[config.mk]
export PLATFORM = sky130hd
export DESIGN_NAME = dss_setpoint_selector
export DESIGN_NICKNAME = d
export VERILOG_FILES = /design/src/verilog/dss_setpoint_selector.v
export VERILOG_INCLUDE_DIRS = /design/src /design/src/verilog
export SDC_FILE = /design/constraint.sdc
export NUM_CORES = 1
export LEC_CHECK = 0
export ABC_AREA = 1
export BUFFER_PORTS_ARGS = -buffer_cell sky130_fd_sc_hd__buf_4
export CAP_MARGIN = 10
export CORE_MARGIN = 4
export CORE_UTILIZATION = 43
export CTS_BUF_LIST = sky130_fd_sc_hd__clkbuf_8
export CTS_CLUSTER_SIZE = 10
export DETAILED_ROUTE_END_ITERATION = 10
export PLACE_DENSITY = 0.61
export SYNTH_ARGS = -nofsm -noshare
export SYNTH_HDL_FRONTEND = slang
export SYNTH_SLANG_ARGS = --single-unit
[constraint.sdc]
create_clock -name CLK -period 4.8 [get_ports CLK]
set_input_delay 0.48 -clock CLK [delete_from_list [all_inputs] [get_ports CLK]]
set_output_delay 0.48 -clock CLK [all_outputs]
set_load 0.01 [all_outputs]
[src/verilog/dss_defines.vh]
// Purpose: Shared constants for the setpoint selector.
// Assumes: 125 MHz clock; flat per-buck fields, buck 0 in the low bits.
`ifndef DSS_DEFINES_VH
`define DSS_DEFINES_VH
`define DSS_SRC_POINTER    1'b0
`define DSS_SRC_PINS       1'b1
`define DSS_MODE_SHARED    3'h3
`define DSS_MODE_GLOBAL    3'h4
`define DSS_MODE_DUAL2     3'h5
`define DSS_MODE_MIXED     3'h6
`define DSS_MODE_SINGLE4   3'h7
`define DSS_ROUTE_A        2'h0
`define DSS_ROUTE_B        2'h1
`define DSS_ROUTE_C        2'h2
`define DSS_ROUTE_REG      2'h3
`define DSS_CODE_W         10
`define DSS_CODE_RESET     10'h000
`define DSS_MP_PIN_GOOD_ONE 2
`define DSS_MP_PIN_GOOD_TWO 3
`define DSS_CLK_KHZ        125000
`define DSS_WDOG_DEBOUNCE_MS 10
`define DSS_WDOG_DEBOUNCE_CYC (`DSS_WDOG_DEBOUNCE_MS * `DSS_CLK_KHZ)
`define DSS_STEP_BASE_CYC  4
`endif

[src/verilog/dss_setpoint_selector.v]
// Purpose: Per-buck setpoint storage, selection and target ramp generation.
// Assumes: All inputs synchronous to CLK except select pins, which are synchronised.
// Notes: The analog loop consumes OUT_CODE; one code step per rate period.
`timescale 1ns/1ps
`default_nettype none
`include "dss_defines.vh"

module dss_setpoint_selector #(
   parameter integer WDOG_DEBOUNCE_CYC = `DSS_WDOG_DEBOUNCE_CYC,
   parameter integer STEP_BASE_CYC     = `DSS_STEP_BASE_CYC
) (
   // Clock and reset
   input  wire        CLK,
   input  wire        RESET_N,
   // Setpoint write port
   input  wire        WR_HIGH,
   input  wire        WR_LOW,
   input  wire [1:0]  WR_BUCK,
   input  wire [1:0]  WR_INDEX,
   input  wire [7:0]  WR_DATA,
   // One-time memory image
   input  wire        BOOT_LOAD,
   input  wire [159:0] OTP_SETPOINTS,
   // Selection configuration
   input  wire [2:0]  PIN_FUNCTION_MODE,
   input  wire [3:0]  SELECTION_SOURCE,
   input  wire [7:0]  SETPOINT_POINTER,
   input  wire [7:0]  SHARED_PIN_ROUTE,
   input  wire [7:0]  GLOBAL_PIN_DECODE,
   // Ramp configuration
   input  wire [11:0] POWERUP_RAMP_RATE,
   input  wire [11:0] POWERDOWN_RAMP_RATE,
   input  wire [11:0] TRANSITION_RISE_RATE,
   input  wire [11:0] TRANSITION_FALL_RATE,
   input  wire [7:0]  FEEDBACK_DIVIDER,
   input  wire [3:0]  BUCK_ENABLE,
   // Watchdog
   input  wire        WATCHDOG_INPUT,
   input  wire        WATCHDOG_ACTIVE_LOW,
   input  wire [3:0]  WATCHDOG_BUCK_MASK,
   // Pins
   input  wire [3:0]  MULTI_PURPOSE_PIN_IN,
   input  wire [2:0]  GPIO_IN,
   input  wire [1:0]  POWER_GOOD,
   output wire [3:0]  MULTI_PURPOSE_PIN_OUT,
   output wire [3:0]  MULTI_PURPOSE_PIN_OE,
   // Status
   output wire [39:0] TARGET_CODE,
   output wire [39:0] OUT_CODE,
   output wire [7:0]  ACTIVE_SETPOINT,
   output wire [3:0]  RAMP_BUSY,
   output wire        WATCHDOG_RESTORE
);

   localparam [3:0] PH_IDLE  = 4'h1;
   localparam [3:0] PH_PWRUP = 4'h2;
   localparam [3:0] PH_TRANS = 4'h4;
   localparam [3:0] PH_PWRDN = 4'h8;
   localparam [15:0] STEP_BASE = STEP_BASE_CYC[15:0];
   localparam [23:0] WDOG_LIMIT = WDOG_DEBOUNCE_CYC[23:0];

   // Cycles per code step; a slower divider ratio scales the period up.
   function [15:0] rate_period;
      input [2:0] code;
      input [1:0] fb_div;
      reg   [15:0] scaled;
      begin
         scaled      = STEP_BASE * ({14'h0000, fb_div} + 16'h0001);
         rate_period = scaled << code;
      end
   endfunction

   // Active setpoint index of one buck from source, pins and pointer.
   function [1:0] pick_index;
      input       src;
      input [2:0] mode;
      input [1:0] bk;
      input [1:0] route;
      input [1:0] dec;
      input [3:0] mp;
      input [2:0] gp;
      input [1:0] ptr;
      begin
         pick_index = ptr;
         if (src == `DSS_SRC_PINS) begin
            case (mode)
               `DSS_MODE_SHARED: begin
                  if (route == `DSS_ROUTE_A)
                     pick_index = {1'b0, gp[0]};
                  else if (route == `DSS_ROUTE_B)
                     pick_index = {1'b0, gp[1]};
                  else if (route == `DSS_ROUTE_C)
                     pick_index = {1'b0, gp[2]};
                  else
                     pick_index = ptr;
               end
               `DSS_MODE_GLOBAL: begin
                  case (dec)
                     2'h0:    pick_index = 2'h0;
                     2'h1:    pick_index = {1'b0, mp[1]};
                     2'h2:    pick_index = {mp[0], 1'b0};
                     default: pick_index = {mp[0], mp[1]};
                  endcase
               end
               `DSS_MODE_DUAL2: begin
                  if (bk == 2'h0)
                     pick_index = {mp[1], mp[0]};
                  else if (bk == 2'h1)
                     pick_index = {mp[3], mp[2]};
                  else
                     pick_index = ptr;
               end
               `DSS_MODE_MIXED: begin
                  if (bk == 2'h0)
                     pick_index = {mp[1], mp[0]};
                  else if (bk == 2'h1)
                     pick_index = {1'b0, mp[2]};
                  else if (bk == 2'h2)
                     pick_index = {1'b0, mp[3]};
                  else
                     pick_index = ptr;
               end
               `DSS_MODE_SINGLE4: begin
                  pick_index = {1'b0, mp[bk]};
               end
               default: begin
                  pick_index = ptr;
               end
            endcase
         end
      end
   endfunction

   // Setpoint store and staged high bytes, index = buck*4 + setpoint.
   reg [9:0]  sp_r [0:15];
   reg [7:0]  hi_r [0:15];
   reg [3:0]  mp_s1_r;
   reg [3:0]  mp_s2_r;
   reg [2:0]  gp_s1_r;
   reg [2:0]  gp_s2_r;
   reg [39:0] tgt_r;
   reg [39:0] cur_r;
   reg [7:0]  act_r;
   reg [3:0]  busy_r;
   reg [3:0]  ovr_r;
   reg [3:0]  en_d_r;
   reg [15:0] cnt_r [0:3];
   reg [3:0]  ph_r [0:3];
   reg [23:0] wd_cnt_r;
   reg        wd_done_r;
   reg        wd_pulse_r;
   reg [3:0]  mp_out_r;
   reg [3:0]  mp_oe_r;

   wire       wd_active = WATCHDOG_INPUT ^ WATCHDOG_ACTIVE_LOW;
   wire [3:0] wr_addr   = {WR_BUCK, WR_INDEX};
   wire       wd_fire   = wd_active && !wd_done_r && (wd_cnt_r == WDOG_LIMIT - 24'h000001);

   integer i;
   integer b;

   // Two-flop synchronisers; stage one feeds only stage two.
   always @(posedge CLK or negedge RESET_N) begin
      if (!RESET_N) begin
         mp_s1_r <= 4'h0;
         mp_s2_r <= 4'h0;
         gp_s1_r <= 3'h0;
         gp_s2_r <= 3'h0;
      end else begin
         mp_s1_r <= MULTI_PURPOSE_PIN_IN;
         mp_s2_r <= mp_s1_r;
         gp_s1_r <= GPIO_IN;
         gp_s2_r <= gp_s1_r;
      end
   end

   // Setpoint storage: boot load, then host writes committed by the low bits.
   always @(posedge CLK or negedge RESET_N) begin
      if (!RESET_N) begin
         for (i = 0; i < 16; i = i + 1) begin
            sp_r[i] <= `DSS_CODE_RESET;
            hi_r[i] <= 8'h00;
         end
      end else if (BOOT_LOAD) begin
         for (i = 0; i < 16; i = i + 1) begin
            sp_r[i] <= OTP_SETPOINTS[i*10 +: 10];
            hi_r[i] <= OTP_SETPOINTS[i*10+2 +: 8];
         end
      end else begin
         if (wd_fire) begin
            for (i = 0; i < 4; i = i + 1) begin
               if (WATCHDOG_BUCK_MASK[i]) begin
                  sp_r[i*4] <= OTP_SETPOINTS[i*40 +: 10];
                  hi_r[i*4] <= OTP_SETPOINTS[i*40+2 +: 8];
               end
            end
         end
         if (WR_HIGH)
            hi_r[wr_addr] <= WR_DATA;
         // The high byte only stages; the stored code moves on the low write.
         if (WR_LOW)
            sp_r[wr_addr] <= {hi_r[wr_addr], WR_DATA[1:0]};
      end
   end

   // Watchdog debounce: fires once per assertion that outlasts the window.
   always @(posedge CLK or negedge RESET_N) begin
      if (!RESET_N) begin
         wd_cnt_r   <= 24'h000000;
         wd_done_r  <= 1'b0;
         wd_pulse_r <= 1'b0;
      end else begin
         wd_pulse_r <= wd_fire;
         if (!wd_active) begin
            wd_cnt_r  <= 24'h000000;
            wd_done_r <= 1'b0;
         end else if (wd_fire) begin
            wd_done_r <= 1'b1;
         end else if (!wd_done_r) begin
            wd_cnt_r  <= wd_cnt_r + 24'h000001;
         end
      end
   end

   // Watchdog override forces setpoint 0 until the host commits to that buck.
   // Each process keeps its own loop index so no variable has two drivers.
   always @(posedge CLK or negedge RESET_N) begin : ovr_set
      integer i;
      if (!RESET_N) begin
         ovr_r <= 4'h0;
      end else begin
         for (i = 0; i < 4; i = i + 1) begin
            if (wd_fire && WATCHDOG_BUCK_MASK[i])
               ovr_r[i] <= 1'b1;
            else if (WR_LOW && (WR_BUCK == i[1:0]))
               ovr_r[i] <= 1'b0;
         end
      end
   end

   // Active index and target code per buck.
   always @(posedge CLK or negedge RESET_N) begin
      if (!RESET_N) begin
         act_r <= 8'h00;
         tgt_r <= 40'h0000000000;
      end else begin
         for (b = 0; b < 4; b = b + 1) begin
            if (ovr_r[b]) begin
               act_r[b*2 +: 2]  <= 2'h0;
               tgt_r[b*10 +: 10] <= sp_r[b*4];
            end else begin
               act_r[b*2 +: 2] <= pick_index(SELECTION_SOURCE[b], PIN_FUNCTION_MODE,
                                             b[1:0], SHARED_PIN_ROUTE[b*2 +: 2],
                                             GLOBAL_PIN_DECODE[b*2 +: 2], mp_s2_r,
                                             gp_s2_r, SETPOINT_POINTER[b*2 +: 2]);
               tgt_r[b*10 +: 10] <= sp_r[b*4 + act_r[b*2 +: 2]];
            end
         end
      end
   end

   // Ramp engine: one code step toward the goal per rate period.
   always @(posedge CLK or negedge RESET_N) begin : ramp
      reg [9:0]  goal;
      reg [9:0]  cur;
      reg [2:0]  code;
      reg [15:0] period;
      // The local index shadows the shared one, so this loop stays single-driven.
      integer    i;
      if (!RESET_N) begin
         cur_r  <= 40'h0000000000;
         busy_r <= 4'h0;
         en_d_r <= 4'h0;
         for (i = 0; i < 4; i = i + 1) begin
            cnt_r[i] <= 16'h0000;
            ph_r[i]  <= PH_IDLE;
         end
      end else begin
         en_d_r <= BUCK_ENABLE;
         for (i = 0; i < 4; i = i + 1) begin
            goal = BUCK_ENABLE[i] ? tgt_r[i*10 +: 10] : `DSS_CODE_RESET;
            cur  = cur_r[i*10 +: 10];
            case (ph_r[i])
               PH_PWRUP: code = POWERUP_RAMP_RATE[i*3 +: 3];
               PH_PWRDN: code = POWERDOWN_RAMP_RATE[i*3 +: 3];
               default:  code = (goal > cur) ? TRANSITION_RISE_RATE[i*3 +: 3]
                                             : TRANSITION_FALL_RATE[i*3 +: 3];
            endcase
            period = rate_period(code, FEEDBACK_DIVIDER[i*2 +: 2]);
            busy_r[i] <= (goal != cur);
            if (BUCK_ENABLE[i] && !en_d_r[i]) begin
               ph_r[i]  <= PH_PWRUP;
               cnt_r[i] <= 16'h0000;
            end else if (!BUCK_ENABLE[i] && en_d_r[i]) begin
               ph_r[i]  <= PH_PWRDN;
               cnt_r[i] <= 16'h0000;
            end else if (goal == cur) begin
               cnt_r[i] <= 16'h0000;
               ph_r[i]  <= BUCK_ENABLE[i] ? PH_TRANS : PH_IDLE;
            end else if (cnt_r[i] >= period - 16'h0001) begin
               // Target moves mid-ramp simply redirect the next step.
               cnt_r[i] <= 16'h0000;
               if (goal > cur)
                  cur_r[i*10 +: 10] <= cur + 10'h001;
               else
                  cur_r[i*10 +: 10] <= cur - 10'h001;
               case (ph_r[i])
                  PH_IDLE:  ph_r[i] <= PH_TRANS;
                  PH_PWRUP: ph_r[i] <= PH_PWRUP;
                  PH_PWRDN: ph_r[i] <= PH_PWRDN;
                  default:  ph_r[i] <= PH_TRANS;
               endcase
            end else begin
               cnt_r[i] <= cnt_r[i] + 16'h0001;
            end
         end
      end
   end

   // Power-good pins are only driven in global select mode.
   always @(posedge CLK or negedge RESET_N) begin
      if (!RESET_N) begin
         mp_out_r <= 4'h0;
         mp_oe_r  <= 4'h0;
      end else if (PIN_FUNCTION_MODE == `DSS_MODE_GLOBAL) begin
         mp_out_r <= {POWER_GOOD[1], POWER_GOOD[0], 2'b00};
         mp_oe_r  <= 4'hC;
      end else begin
         mp_out_r <= 4'h0;
         mp_oe_r  <= 4'h0;
      end
   end

   assign MULTI_PURPOSE_PIN_OUT = mp_out_r;
   assign MULTI_PURPOSE_PIN_OE  = mp_oe_r;
   assign TARGET_CODE      = tgt_r;
   assign OUT_CODE         = cur_r;
   assign ACTIVE_SETPOINT  = act_r;
   assign RAMP_BUSY        = busy_r;
   assign WATCHDOG_RESTORE = wd_pulse_r;

endmodule // dss_setpoint_selector
`default_nettype wire

==> results of run 1 <==
==> per-stage QoR <==
step                      cells  setup slack (ns)  hold WS, ns
after floorplan            3998             0.525        0.184
after global placement     5255             0.247        0.332
after detailed placement   5255             0.143        0.335
after CTS                  5489             0.280      0.00128
after global routing       5493           0.00956      0.00640
final                      5494             0.437       0.0351
==> Yosys cell counts, drive strengths merged, types with 7 or more instances <==
library cell,n
o21ai,392
a22o,7
nand2,946
o221ai,83
a31oi,9
o31ai,27
clkinv,16
a22oi,21
nor2,268
xnor2,43
o211ai,51
nor3,32
dfrtp,507
buf,24
xor2,61
nand3,288
ha,149
clkbuf,90
nor4,9
nor3b,16
nand4,51
mux2i,30
nand3b,12
inv,578
o22ai,56
a21oi,176
o21bai,7
==> critical path, delay by kind of cell <==
family / cells / cell delay, ns
compound gates: 8 / 0.89
simple gates: 15 / 2.06
buf+inv: 4 / 0.91
fa+ha+maj: 2 / 0.56
==> logic make-up (layout without fill, tap and decap cells) <==
kind of cell | count (synthesis) | after routing
flops | 511 | 511
fa+ha+maj | 153 | 153
mux | 30 | 30
compound gates | 855 | 855
xor+xnor | 104 | 104
other cells | 1 | 7
buf+inv | 708 | 1261
simple gates | 1633 | 1633
==> area by class of cell <==
class / count / share of cell area (%)
Antenna cell: 3 / 0.0199
Clock buffer: 125 / 4.57
Clock inverter: 45 / 0.867
Inverter: 594 / 5.93
Multi-Input combinational cell: 2779 / 41.0
Sequential cell: 511 / 34.0
Tap cell: 940 / 3.12
Timing Repair Buffer: 497 / 10.6
==> state kept, by name, indices dropped and copies added, names as in the netlist <==
register               count
wd_done_r                  1
gp_s1_r                    3
OUT_CODE                  40
MULTI_PURPOSE_PIN_OE       1
TARGET_CODE               40
sp_r                     160
cnt_r                     64
ph_r                      16
wd_cnt_r                  24
ovr_r                      4
MULTI_PURPOSE_PIN_OUT      2
en_d_r                     4
gp_s2_r                    3
ACTIVE_SETPOINT            8
mp_s2_r                    4
RAMP_BUSY                  4
mp_s1_r                    4
hi_r                     128
WATCHDOG_RESTORE           1
==> per-layer routing <==
metal | vias up | global-route usage (%)
li1 | 14300 | -
met1 | 14000 | 38.9
met2 | 1172 | 44.6
met3 | 240 | 5.03
met4 | 0 | 9.91
met5 | - | 0
==> final timing paths <==
path | from | end | slack (ns) | cells after the start
max reg2reg | TARGET_CODE[39] | ph_r[3] | 0.46 | 27
min reg2reg | mp_s1_r[0] | mp_s2_r[0] | 0.34 | 0
max | BUCK_ENABLE[3] | ph_r[3] | 0.44 | 29
min in group asynchronous | RESET_N | RAMP_BUSY[0] | 0.37 | 2
min | OTP_SETPOINTS[64] | hi_r[74] | 0.04 | 3
max in group asynchronous | RESET_N | TARGET_CODE[5] | 3.14 | 3
==> timing repair <==
action                     4_1_cts  5_1_grt
hold endpoints to repair       173        0
resized for setup                0       10
setup endpoints to repair        0       57
setup buffers                    0        2
hold buffers                    64        0
==> power by group <==
part	total [W]	switching (W)	internal [W]
clock network	0.00455	0.00205	0.00251
logic	0.00759	0.00462	0.00297
registers	0.00532	0.000507	0.00482
==> key figures, run 1 <==
Status
  – Status: finished, final reports clean

Drt
  – DR vias: 29700
  – Met1 Wirelength: 47200 um
  – Post-DRT Antenna Nets: 0
  – Vias per inst: around 5.4
  – DRC violations left: 0
  – Routed WL: 110000 um
  – Iteration count of the initial detailed-routing pass: 7
  – Wire length per cell: 20.0 um
  – Met2 WL: 50000 um
  – Max layer used: met4
  – Initial DRC Count: 2942
  – Met3 wire len: about 8400 um

Synth
  – Async SR Flop Fraction: 100%
  – Mux cell area share after synthesis: less than 1%
  – Synth unique cells: 64
  – Largest family of logic cells by synthesized area: simple AND/OR/NAND/NOR gates
  – YS warnings: 0
  – Post-Synth Adder-Cell Area: under 10%
  – Post-Syn Area per Cell: just under 8 um^2
  – Top cell type's share of synthesized area: about two fifths
  – Synth Area in XOR/XNOR: 2.97%
  – Synth Area in Simple Gates: 23.1%
  – #FFs+latches synth: 511
  – Area contributors post-synth: dfrtp_1 (41%), nand2_1 (11%), inv_1 (6.9%)
  – Compound-Gate Fraction of Synth Area: approximately 16%
  – Most used DFF post-synth: dfrtp_1
  – Synth Instances: 3995
  – Mapped cell area: 30900 um^2
  – Sequential area share after synthesis: 41.4%
  – Number of synthesized flops with an enable pin: 0
  – Most area-hungry cell type in the Yosys netlist: dfrtp_1

Global routing
  – First-pass GRT wire length: 165000 um
  – Total Routing Usage GR: 28.1%
  – Antenna violations before repair: 2
  – Largest net degree at the start of global routing: 112
  – Gr ovfl total: 0
  – Vias in the first global route: between 20000 and 30000

Clock tree
  – Max H-tree Level: 3
  – CTS sink count: 511
  – TritonCTS clock tree: yes
  – Clk buf depth: 3
  – Clock slew seen by the registers of the worst setup and hold paths: 0.06 ns
  – CTS Buf Count: 95
  – Clock root cell: clkbuf_8
  – Clk_lat worst skew: 0.72 ns

STA
  – Least-Margin Pin Slew: 1.07 ns
  – Skew final: 0.0466 ns
  – Setup violators final: 0
  – Count of final hold-check violations: 0
  – Tcrit/Tclk final: 90.9%
  – Setup TNS: 0 ns
  – Final Critical Period: 4.36 ns
  – Fin. max-slew vios: 0
  – Max Fclk: ~0.23 GHz
  – Slew margin rel.: 28.4%
  – RSZ-0062 raised after global routing: no

Worst setup path
  – Worst stage delay on the critical path: 0.57 ns
  – Crit path arrival time: 4.92 ns
  – CP Launch Type: input pin
  – WS Path Type: input pin to flop
  – Critical-path maximum fanout: 16
  – CP Capture Type: flop
  – Most common cell on crit path: nand2_1
  – Slowest stage cell, crit path: dlygate4sd3_1
  – Critical path data required time: 5.36 ns

Placement
  – Placed cell areas: 34900 um^2
  – Port Buffers: approximately 380
  – Hpwl dp: 83000 um
  – GPL Wtd Cong: about 0.95

Floorplanning
  – Die Ht: about 280 um
  – CORE AREA: 70600 um^2
  – I/O pin count: 384
  – Die span in x: 276 um
  – FP Rows: between 90 and 100
  – Initial Utilization: 43.7%
  – Die ar.: 76200 um^2

Job
  – Max Cap Viol: 0

Cells and area
  – Fillers: a little under 7000
  – Fin util: between 50% and 60%
  – Area grow syn2layout: 22.0%
  – Most frequent cells in the layout: nand2_1 (924), inv_1 (586), dfrtp_1 (506), buf_4 (425), o21ai_0 (378)
  – Multi-input gate area: 15400 um^2
  – Commonest non-fill, non-tap cell in the layout: nand2_1
  – FF/Latch Area: roughly 13000 um^2
  – Final #Nets: 4914
  – Post-route cell area: 37700 um^2
  – Layout cells sized above 1: 15.0%

Worst hold path
  – Hold Crit Class: input pin to flop

Pwr
  – P_leak: about 19 nW
  – Pwr Total: 0.0175 W
  – Max rail drop VDD: 329 uV
  – P per Cell Area: approximately 460 nW/um^2
(Power assumes the default switching activity.)
==> run 2: changes to the inputs <==
--- a/config.mk
+++ b/config.mk
@@ -10,11 +10,13 @@
 export BUFFER_PORTS_ARGS = -buffer_cell sky130_fd_sc_hd__buf_4
 export CAP_MARGIN = 10
 export CORE_MARGIN = 4
-export CORE_UTILIZATION = 43
+export CORE_UTILIZATION = 36
 export CTS_BUF_LIST = sky130_fd_sc_hd__clkbuf_8
 export CTS_CLUSTER_SIZE = 10
 export DETAILED_ROUTE_END_ITERATION = 10
-export PLACE_DENSITY = 0.61
+export PLACE_DENSITY = 0.53
+export REMOVE_ABC_BUFFERS = 1
+export SKIP_LAST_GASP = 1
 export SYNTH_ARGS = -nofsm -noshare
 export SYNTH_HDL_FRONTEND = slang
 export SYNTH_SLANG_ARGS = --single-unit
==> key figures, run 2 (synthesis results as in run 1) <==
Worst setup path
  – Critical path data required time: 5.37 ns (was 5.36 ns)
  – R2R depth: 29 (was 27)
  – CP Capture Type: flop (unchanged)
  – Slowest stage cell, crit path: dlygate4sd3_1 (unchanged)
  – Reg2reg end: cnt_r[20] (was ph_r[3])
  – Reg2reg setup slack: 0.41 ns (was 0.46 ns)
  – CP Launch Type: input pin (unchanged)
  – Critical-path maximum fanout: 13 (was 16)
  – Reg-to-reg startpoint: TARGET_CODE[29] (was TARGET_CODE[39])
  – Crit path arrival time: 4.99 ns (was 4.92 ns)
  – Most common cell on crit path: nand2_1 (unchanged)
  – WS Path Type: input pin to flop (unchanged)
  – Worst stage delay on the critical path: 0.54 ns (was 0.57 ns)

Placement
  – Hpwl dp: 87100 um (was 83000 um)
  – GPL Wtd Cong: 0.936 (was 0.952)
  – Port Buffers: 379 (unchanged)
  – Placed cells: 5457 (was 5255)

Cells and area
  – Max FFs per register: 160 (unchanged)
  – Final #Nets: 4927 (was 4914)
  – Most frequent cells in the layout: nand2_1 (926), inv_1 (600), dfrtp_1 (500), buf_4 (422), o21ai_0 (378) (was nand2_1 (924), inv_1 (586), dfrtp_1 (506), buf_4 (425), o21ai_0 (378))
  – Biggest register: sp_r (unchanged)
  – Layout cells sized above 1: 14.9% (was 15.0%)
  – Finished Layout Cells: 5719 (was 5494)
  – Commonest non-fill, non-tap cell in the layout: nand2_1 (unchanged)
  – Multi-input gate area: 15500 um^2 (was 15400 um^2)
  – FF/Latch Area: 12800 um^2 (about the same)
  – Fillers: 8732 (was 6904)
  – Largest regs: sp_r x160, hi_r x128, cnt_r x64 (unchanged)
  – Area grow syn2layout: 23.5% (was 22.0%)

Drt
  – Iteration count of the initial detailed-routing pass: 5 (was 7)
  – Post-DRT Antenna Nets: 0 (unchanged)
  – DRC violations left: 0 (unchanged)
  – Routed WL: 117000 um (was 110000 um)
  – Wire length per cell: 20.4 um (was 20.0 um)
  – Vias per inst: 5.18 (was 5.40)
  – DR vias: 29600 (was 29700)
  – Initial DRC Count: 2386 (was 2942)

Pwr
  – Sw frac: 41.1% (about the same)
  – P_leak: 19.1 nW (was 19.0 nW)
  – P per Cell Area: 463 nW/um^2 (was 464 nW/um^2)
  – Switching power: 0.00725 W (was 0.00717 W)
  – Clk network pwr share: 26.4% (was 26.1%)
  – Max rail drop VDD: 231 uV (was 329 uV)
  – Sequential power share: 29.9% (was 30.5%)
  – Pint: 0.0104 W (was 0.0103 W)
  – Combinational fraction of design power: 43.7% (was 43.5%)

STA
  – Slew margin rel.: 20.8% (was 28.4%)
  – Final Critical Period: 4.42 ns (was 4.36 ns)
  – Tcrit/Tclk final: 92.1% (was 90.9%)
  – Least-Margin Pin Slew: 1.19 ns (was 1.07 ns)
  – Worst-case hold slack: 0.0524 ns (was 0.0351 ns)
  – Fin. max-slew vios: 0 (unchanged)
  – Setup violators final: 0 (unchanged)
  – Max Fclk: 0.226 GHz (was 0.229 GHz)
  – Count of final hold-check violations: 0 (unchanged)
  – RSZ-0062 raised after global routing: no (unchanged)
  – Setup TNS: 0 ns (unchanged)
  – Skew final: 0.0448 ns (was 0.0466 ns)

Worst hold path
  – HP Start: OTP_SETPOINTS[94] (was OTP_SETPOINTS[64])
  – Hold Crit Class: input pin to flop (unchanged)
  – Hold path cells: 3 (unchanged)
  – Worst Hold End: hi_r[50] (was hi_r[74])

Global routing
  – Vias in the first global route: 28800 (was 27900)
  – First-pass GRT wire length: 175000 um (was 165000 um)
  – Total Routing Usage GR: 25.1% (was 28.1%)
  – Gr ovfl total: 0 (unchanged)
  – Largest net degree at the start of global routing: 169 (was 112)
  – Antenna violations before repair: 6 (was 2)

Clock tree
  – CTS sink count: 511 (unchanged)
  – TritonCTS clock tree: yes (unchanged)
  – Clk_lat worst skew: 0.71 ns (was 0.72 ns)
  – CTS Buf Count: 98 (was 95)
  – Clock slew seen by the registers of the worst setup and hold paths: 0.06 ns (about the same)
  – Clock root cell: clkbuf_8 (unchanged)
  – Max H-tree Level: 3 (unchanged)
  – Clk buf depth: 3 (unchanged)

Floorplanning
  – Die span in x: 301 um (was 276 um)
  – Die Ht: 301 um (was 276 um)
  – FP Rows: 107 (was 97)
  – Initial Utilization: 36.3% (was 43.7%)
  – Die ar.: 90500 um^2 (was 76200 um^2)
  – CORE AREA: 85100 um^2 (was 70600 um^2)
  – I/O pin count: 384 (unchanged)

Status
  – Status: finished, final reports clean (unchanged)

Job
  – Max Cap Viol: 0 (unchanged)
## run 2: cell types whose count changed in the layout (fill, tap and decap cells not counted), sizes merged
cell         change
clkinv           -9
bufinv           +1
dlygate4sd3     +12
buf              -2
clkbuf           +2
clkinvlp         -2
diode            +3
inv             +16
## run 2: per-layer routing
layer | up-vias | share of wire [%] | GRT usage, %
met3 | 232 | 7.0 | 4.74
li1 | 14300 | - | -
met1 | 14000 | 43 | 33.6
met4 | 2 | 4.1 | 10.2
met2 | 1060 | 45 | 40.2
met5 | - | 0.011 | 0
## run 2: critical path: cells and delay by family
kind	cells	cell delay (ns)
AO/OA/AOI/OAI	5	0.86
XOR/XNOR	1	0.12
adder cells (fa/ha/maj)	3	0.74
buffers and inverters	7	1.22
AND/OR/NAND/NOR	13	1.53
## run 2: power groups by stage
stage	Combinational [W]	Sequential (W)	Clock, W
CTS	0.00766	0.00529	0.00478
detailed placement	0.00757	0.00536	0
global placement	0.00748	0.00536	0
finish	0.00772	0.00528	0.00465
floorplan	0.00528	0.00528	0
global route	0.00876	0.00535	0.00497
## run 2: worst max path at each step
stage               startpoint  slack, ns            to  cells after the start
2_1_floorplan   BUCK_ENABLE[2]       0.76  OUT_CODE[29]                     28
3_3_place_gp    BUCK_ENABLE[1]       0.26  OUT_CODE[16]                     31
3_5_place_dp    BUCK_ENABLE[3]       0.16      cnt_r[7]                     29
4_1_cts        TARGET_CODE[29]       0.27     cnt_r[20]                     29
5_1_grt         BUCK_ENABLE[1]      0.007     cnt_r[39]                     29
6_report        BUCK_ENABLE[1]       0.38  OUT_CODE[12]                     29
## run 2: metrics by stage
step / instance area (um^2) / total power, W / util (%) / setup slack, ns
finish: 38100 / 0.0177 / 44.8 / 0.380
floorplan: 30400 / 0.0106 / - / 0.756
CTS: 38000 / 0.0177 / 44.7 / 0.274
global route: 38100 / 0.0191 / 44.8 / 0.00691
detailed placement: 35200 / 0.0129 / 41.3 / 0.155
global placement: 35200 / 0.0128 / 41.3 / 0.265
## run 2: layout make-up
cell class / instances / share of cell area [%]
clock inverter: 51 / 0.919
tap: 1144 / 3.75
timing repair buffer: 507 / 10.7
inverter: 594 / 5.86
multi-input combinational: 2779 / 40.5
clock buffer: 127 / 4.58
antenna: 6 / 0.0394
sequential: 511 / 33.6
## run 2: what timing repair did
action	CTS	global route
hold endpoints to repair	155	0
resized for setup	0	17
hold buffers	76	0
setup endpoints to repair	0	52
buffers inserted	0	2
==> run 3: changes to the inputs <==
--- a/config.mk
+++ b/config.mk
@@ -7,6 +7,7 @@
 export NUM_CORES = 1
 export LEC_CHECK = 0
 export ABC_AREA = 1
+export ABC_CLOCK_PERIOD_IN_PS = 4800
 export BUFFER_PORTS_ARGS = -buffer_cell sky130_fd_sc_hd__buf_4
 export CAP_MARGIN = 10
 export CORE_MARGIN = 4
@@ -14,7 +15,7 @@
 export CTS_BUF_LIST = sky130_fd_sc_hd__clkbuf_8
 export CTS_CLUSTER_SIZE = 10
 export DETAILED_ROUTE_END_ITERATION = 10
-export PLACE_DENSITY = 0.53
+export PLACE_DENSITY = 0.64
 export REMOVE_ABC_BUFFERS = 1
 export SKIP_LAST_GASP = 1
 export SYNTH_ARGS = -nofsm -noshare
==> key figures, run 3 (synthesis results as in run 1) <==
STA
  – Final Critical Period: 4.47 ns (was 4.42 ns)
  – Slew margin rel.: 27.7% (was 20.8%)
  – Final WS setup: 0.333 ns (was 0.380 ns)
  – Least-Margin Pin Slew: 1.08 ns (was 1.19 ns)
  – Count of final hold-check violations: 0 (unchanged)
  – Worst-case hold slack: 0.0330 ns (was 0.0524 ns)
  – RSZ-0062 raised after global routing: yes (was no)
  – Skew final: 0.0577 ns (was 0.0448 ns)
  – Tcrit/Tclk final: 93.1% (was 92.1%)
  – Max Fclk: 0.224 GHz (was 0.226 GHz)
  – Fin. max-slew vios: 0 (unchanged)
  – Setup violators final: 0 (unchanged)

Worst setup path
  – WS Path Type: input pin to flop (unchanged)
  – CP Capture Type: flop (unchanged)
  – Critical path data required time: 5.42 ns (was 5.37 ns)
  – Worst stage delay on the critical path: 0.54 ns (about the same)
  – Reg2reg end: cnt_r[29] (was cnt_r[20])
  – Reg2reg setup slack: 0.42 ns (was 0.41 ns)
  – Slowest stage cell, crit path: dlygate4sd3_1 (unchanged)
  – CP Buf/Inv Count: 6 (was 7)
  – CP top delay family: simple AND/OR/NAND/NOR gates (unchanged)
  – Crit path arrival time: 5.09 ns (was 4.99 ns)
  – R2R depth: 29 (unchanged)
  – Critical-path maximum fanout: 16 (was 13)
  – Most common cell on crit path: nand2_1 (unchanged)
  – Reg-to-reg startpoint: TARGET_CODE[28] (was TARGET_CODE[29])
  – CP Launch Type: input pin (unchanged)
  – Stages on worst setup path: 29 (unchanged)

Drt
  – DR vias: 30100 (was 29600)
  – Routed WL: 115000 um (was 117000 um)
  – Initial DRC Count: 2980 (was 2386)
  – Wire length per cell: 20.1 um (was 20.4 um)
  – DRC violations left: 0 (unchanged)
  – Vias per inst: 5.28 (was 5.18)
  – Post-DRT Antenna Nets: 0 (unchanged)
  – Iteration count of the initial detailed-routing pass: 8 (was 5)

Pwr
  – P_leak: 19.0 nW (was 19.1 nW)
  – P per Cell Area: 464 nW/um^2 (was 463 nW/um^2)
  – Max rail drop VDD: 268 uV (was 231 uV)
  – Pwr Total: 0.0176 W (was 0.0177 W)

Floorplanning
  – Die span in x: 301 um (unchanged)
  – CORE AREA: 85100 um^2 (unchanged)
  – Die Ht: 301 um (unchanged)
  – FP Rows: 107 (unchanged)
  – Die ar.: 90500 um^2 (unchanged)
  – Initial Utilization: 36.3% (unchanged)
  – I/O pin count: 384 (unchanged)

Cells and area
  – Post-route cell area: 37900 um^2 (was 38100 um^2)
  – Most frequent cells in the layout: nand2_1 (925), inv_1 (594), dfrtp_1 (504), buf_4 (425), o21ai_0 (378) (was nand2_1 (926), inv_1 (600), dfrtp_1 (500), buf_4 (422), o21ai_0 (378))
  – Largest regs: sp_r x160, hi_r x128, cnt_r x64 (unchanged)
  – Max FFs per register: 160 (unchanged)
  – Fillers: 8687 (was 8732)
  – Commonest non-fill, non-tap cell in the layout: nand2_1 (unchanged)
  – Area grow syn2layout: 22.8% (was 23.5%)
  – Fin util: 44.5% (was 44.8%)
  – Biggest register: sp_r (unchanged)
  – Final #Nets: 4909 (was 4927)
  – Layout cells sized above 1: 14.9% (about the same)

Worst hold path
  – Hold Crit Class: input pin to flop (unchanged)
  – Worst Hold End: sp_r[11] (was hi_r[50])
  – Hold path cells: 3 (unchanged)
  – HP Start: OTP_SETPOINTS[141] (was OTP_SETPOINTS[94])

Global routing
  – Largest net degree at the start of global routing: 110 (was 169)
  – Vias in the first global route: 28700 (was 28800)
  – First-pass GRT wire length: 172000 um (was 175000 um)
  – Gr ovfl total: 0 (unchanged)
  – Total Routing Usage GR: 24.7% (was 25.1%)
  – Antenna violations before repair: 14 (was 6)

Placement
  – GPL Wtd Cong: 0.969 (was 0.936)
  – Hpwl dp: 85800 um (was 87100 um)
  – Port Buffers: 379 (unchanged)
  – Place WS: 0.235 ns (was 0.155 ns)
  – Placed cell areas: 35100 um^2 (was 35200 um^2)

Clock tree
  – CTS Buf Count: 94 (was 98)
  – Clock slew seen by the registers of the worst setup and hold paths: 0.06 ns (about the same)
  – CTS sink count: 511 (unchanged)
  – Clk buf depth: 3 (unchanged)
  – Clock root cell: clkbuf_8 (unchanged)
  – TritonCTS clock tree: yes (unchanged)
  – Max H-tree Level: 3 (unchanged)
  – Clk_lat worst skew: 0.73 ns (was 0.71 ns)

Status
  – Status: finished, final reports clean (unchanged)

Job
  – Max Cap Viol: 0 (unchanged)
[run 3: repair_timing]
action	4_1_cts	5_1_grt
buffers inserted	0	8
resized for setup	0	16
setup endpoints to repair	0	48
hold buffers	63	0
hold endpoints to repair	173	0
[run 3: worst max path at each step]
stage,startpoint,to,slack [ns]
after floorplan,BUCK_ENABLE[2],OUT_CODE[29],0.76
after global placement,BUCK_ENABLE[1],OUT_CODE[16],0.38
after detailed placement,BUCK_ENABLE[1],cnt_r[43],0.23
after CTS,TARGET_CODE[28],cnt_r[20],0.42
after global routing,BUCK_ENABLE[1],cnt_r[42],-0.05
final,BUCK_ENABLE[1],cnt_r[42],0.33
[run 3: routing by layer]
layer / share of wire, % / GRT usage [%] / vias to the layer above
li1: - / - / 14300
met1: 41 / 32.6 / 14100
met2: 45 / 38.1 / 1335
met3: 9.3 / 5.81 / 310
met4: 5.2 / 12.1 / 8
met5: 0.073 / 0.541 / -
[run 3: power by group]
group	internal, W	switching, W
combinational	0.00300	0.00473
sequential	0.00482	0.000491
clock	0.00251	0.00205
[run 3: final cells by class]
| cell class | instances | area, um^2 | share of cell area (%) |
|---|---|---|---|
| diodes | 10 | 25.0 | 0.0660 |
| multi-input cells | 2779 | 15500 | 40.8 |
| clock buffers | 122 | 1680 | 4.43 |
| well taps | 1144 | 1430 | 3.78 |
| clock inverters | 49 | 360 | 0.951 |
| repair buffers | 493 | 3910 | 10.3 |
| inverters | 594 | 2230 | 5.89 |
| flip-flops and latches | 511 | 12800 | 33.8 |
[run 3: worst reg2reg max path, delay by kind of cell (launching register included)]
| family | cells | cell delay, ns |
|---|---|---|
| DFF | 1 | 0.46 |
| adders and majority gates | 3 | 0.75 |
| xor gates and xnor gates | 1 | 0.14 |
| buffers and inverters | 6 | 0.53 |
| AOI/OAI and AO/OA | 4 | 0.55 |
| and+or+nand+nor | 15 | 1.83 |
[run 3: metrics by stage]
step	TNS, ns	cells
global route	-0.102	5700
CTS	0	5684
detailed placement	0	5450
global placement	0	5450
floorplan	0	3884
finish	0	5702
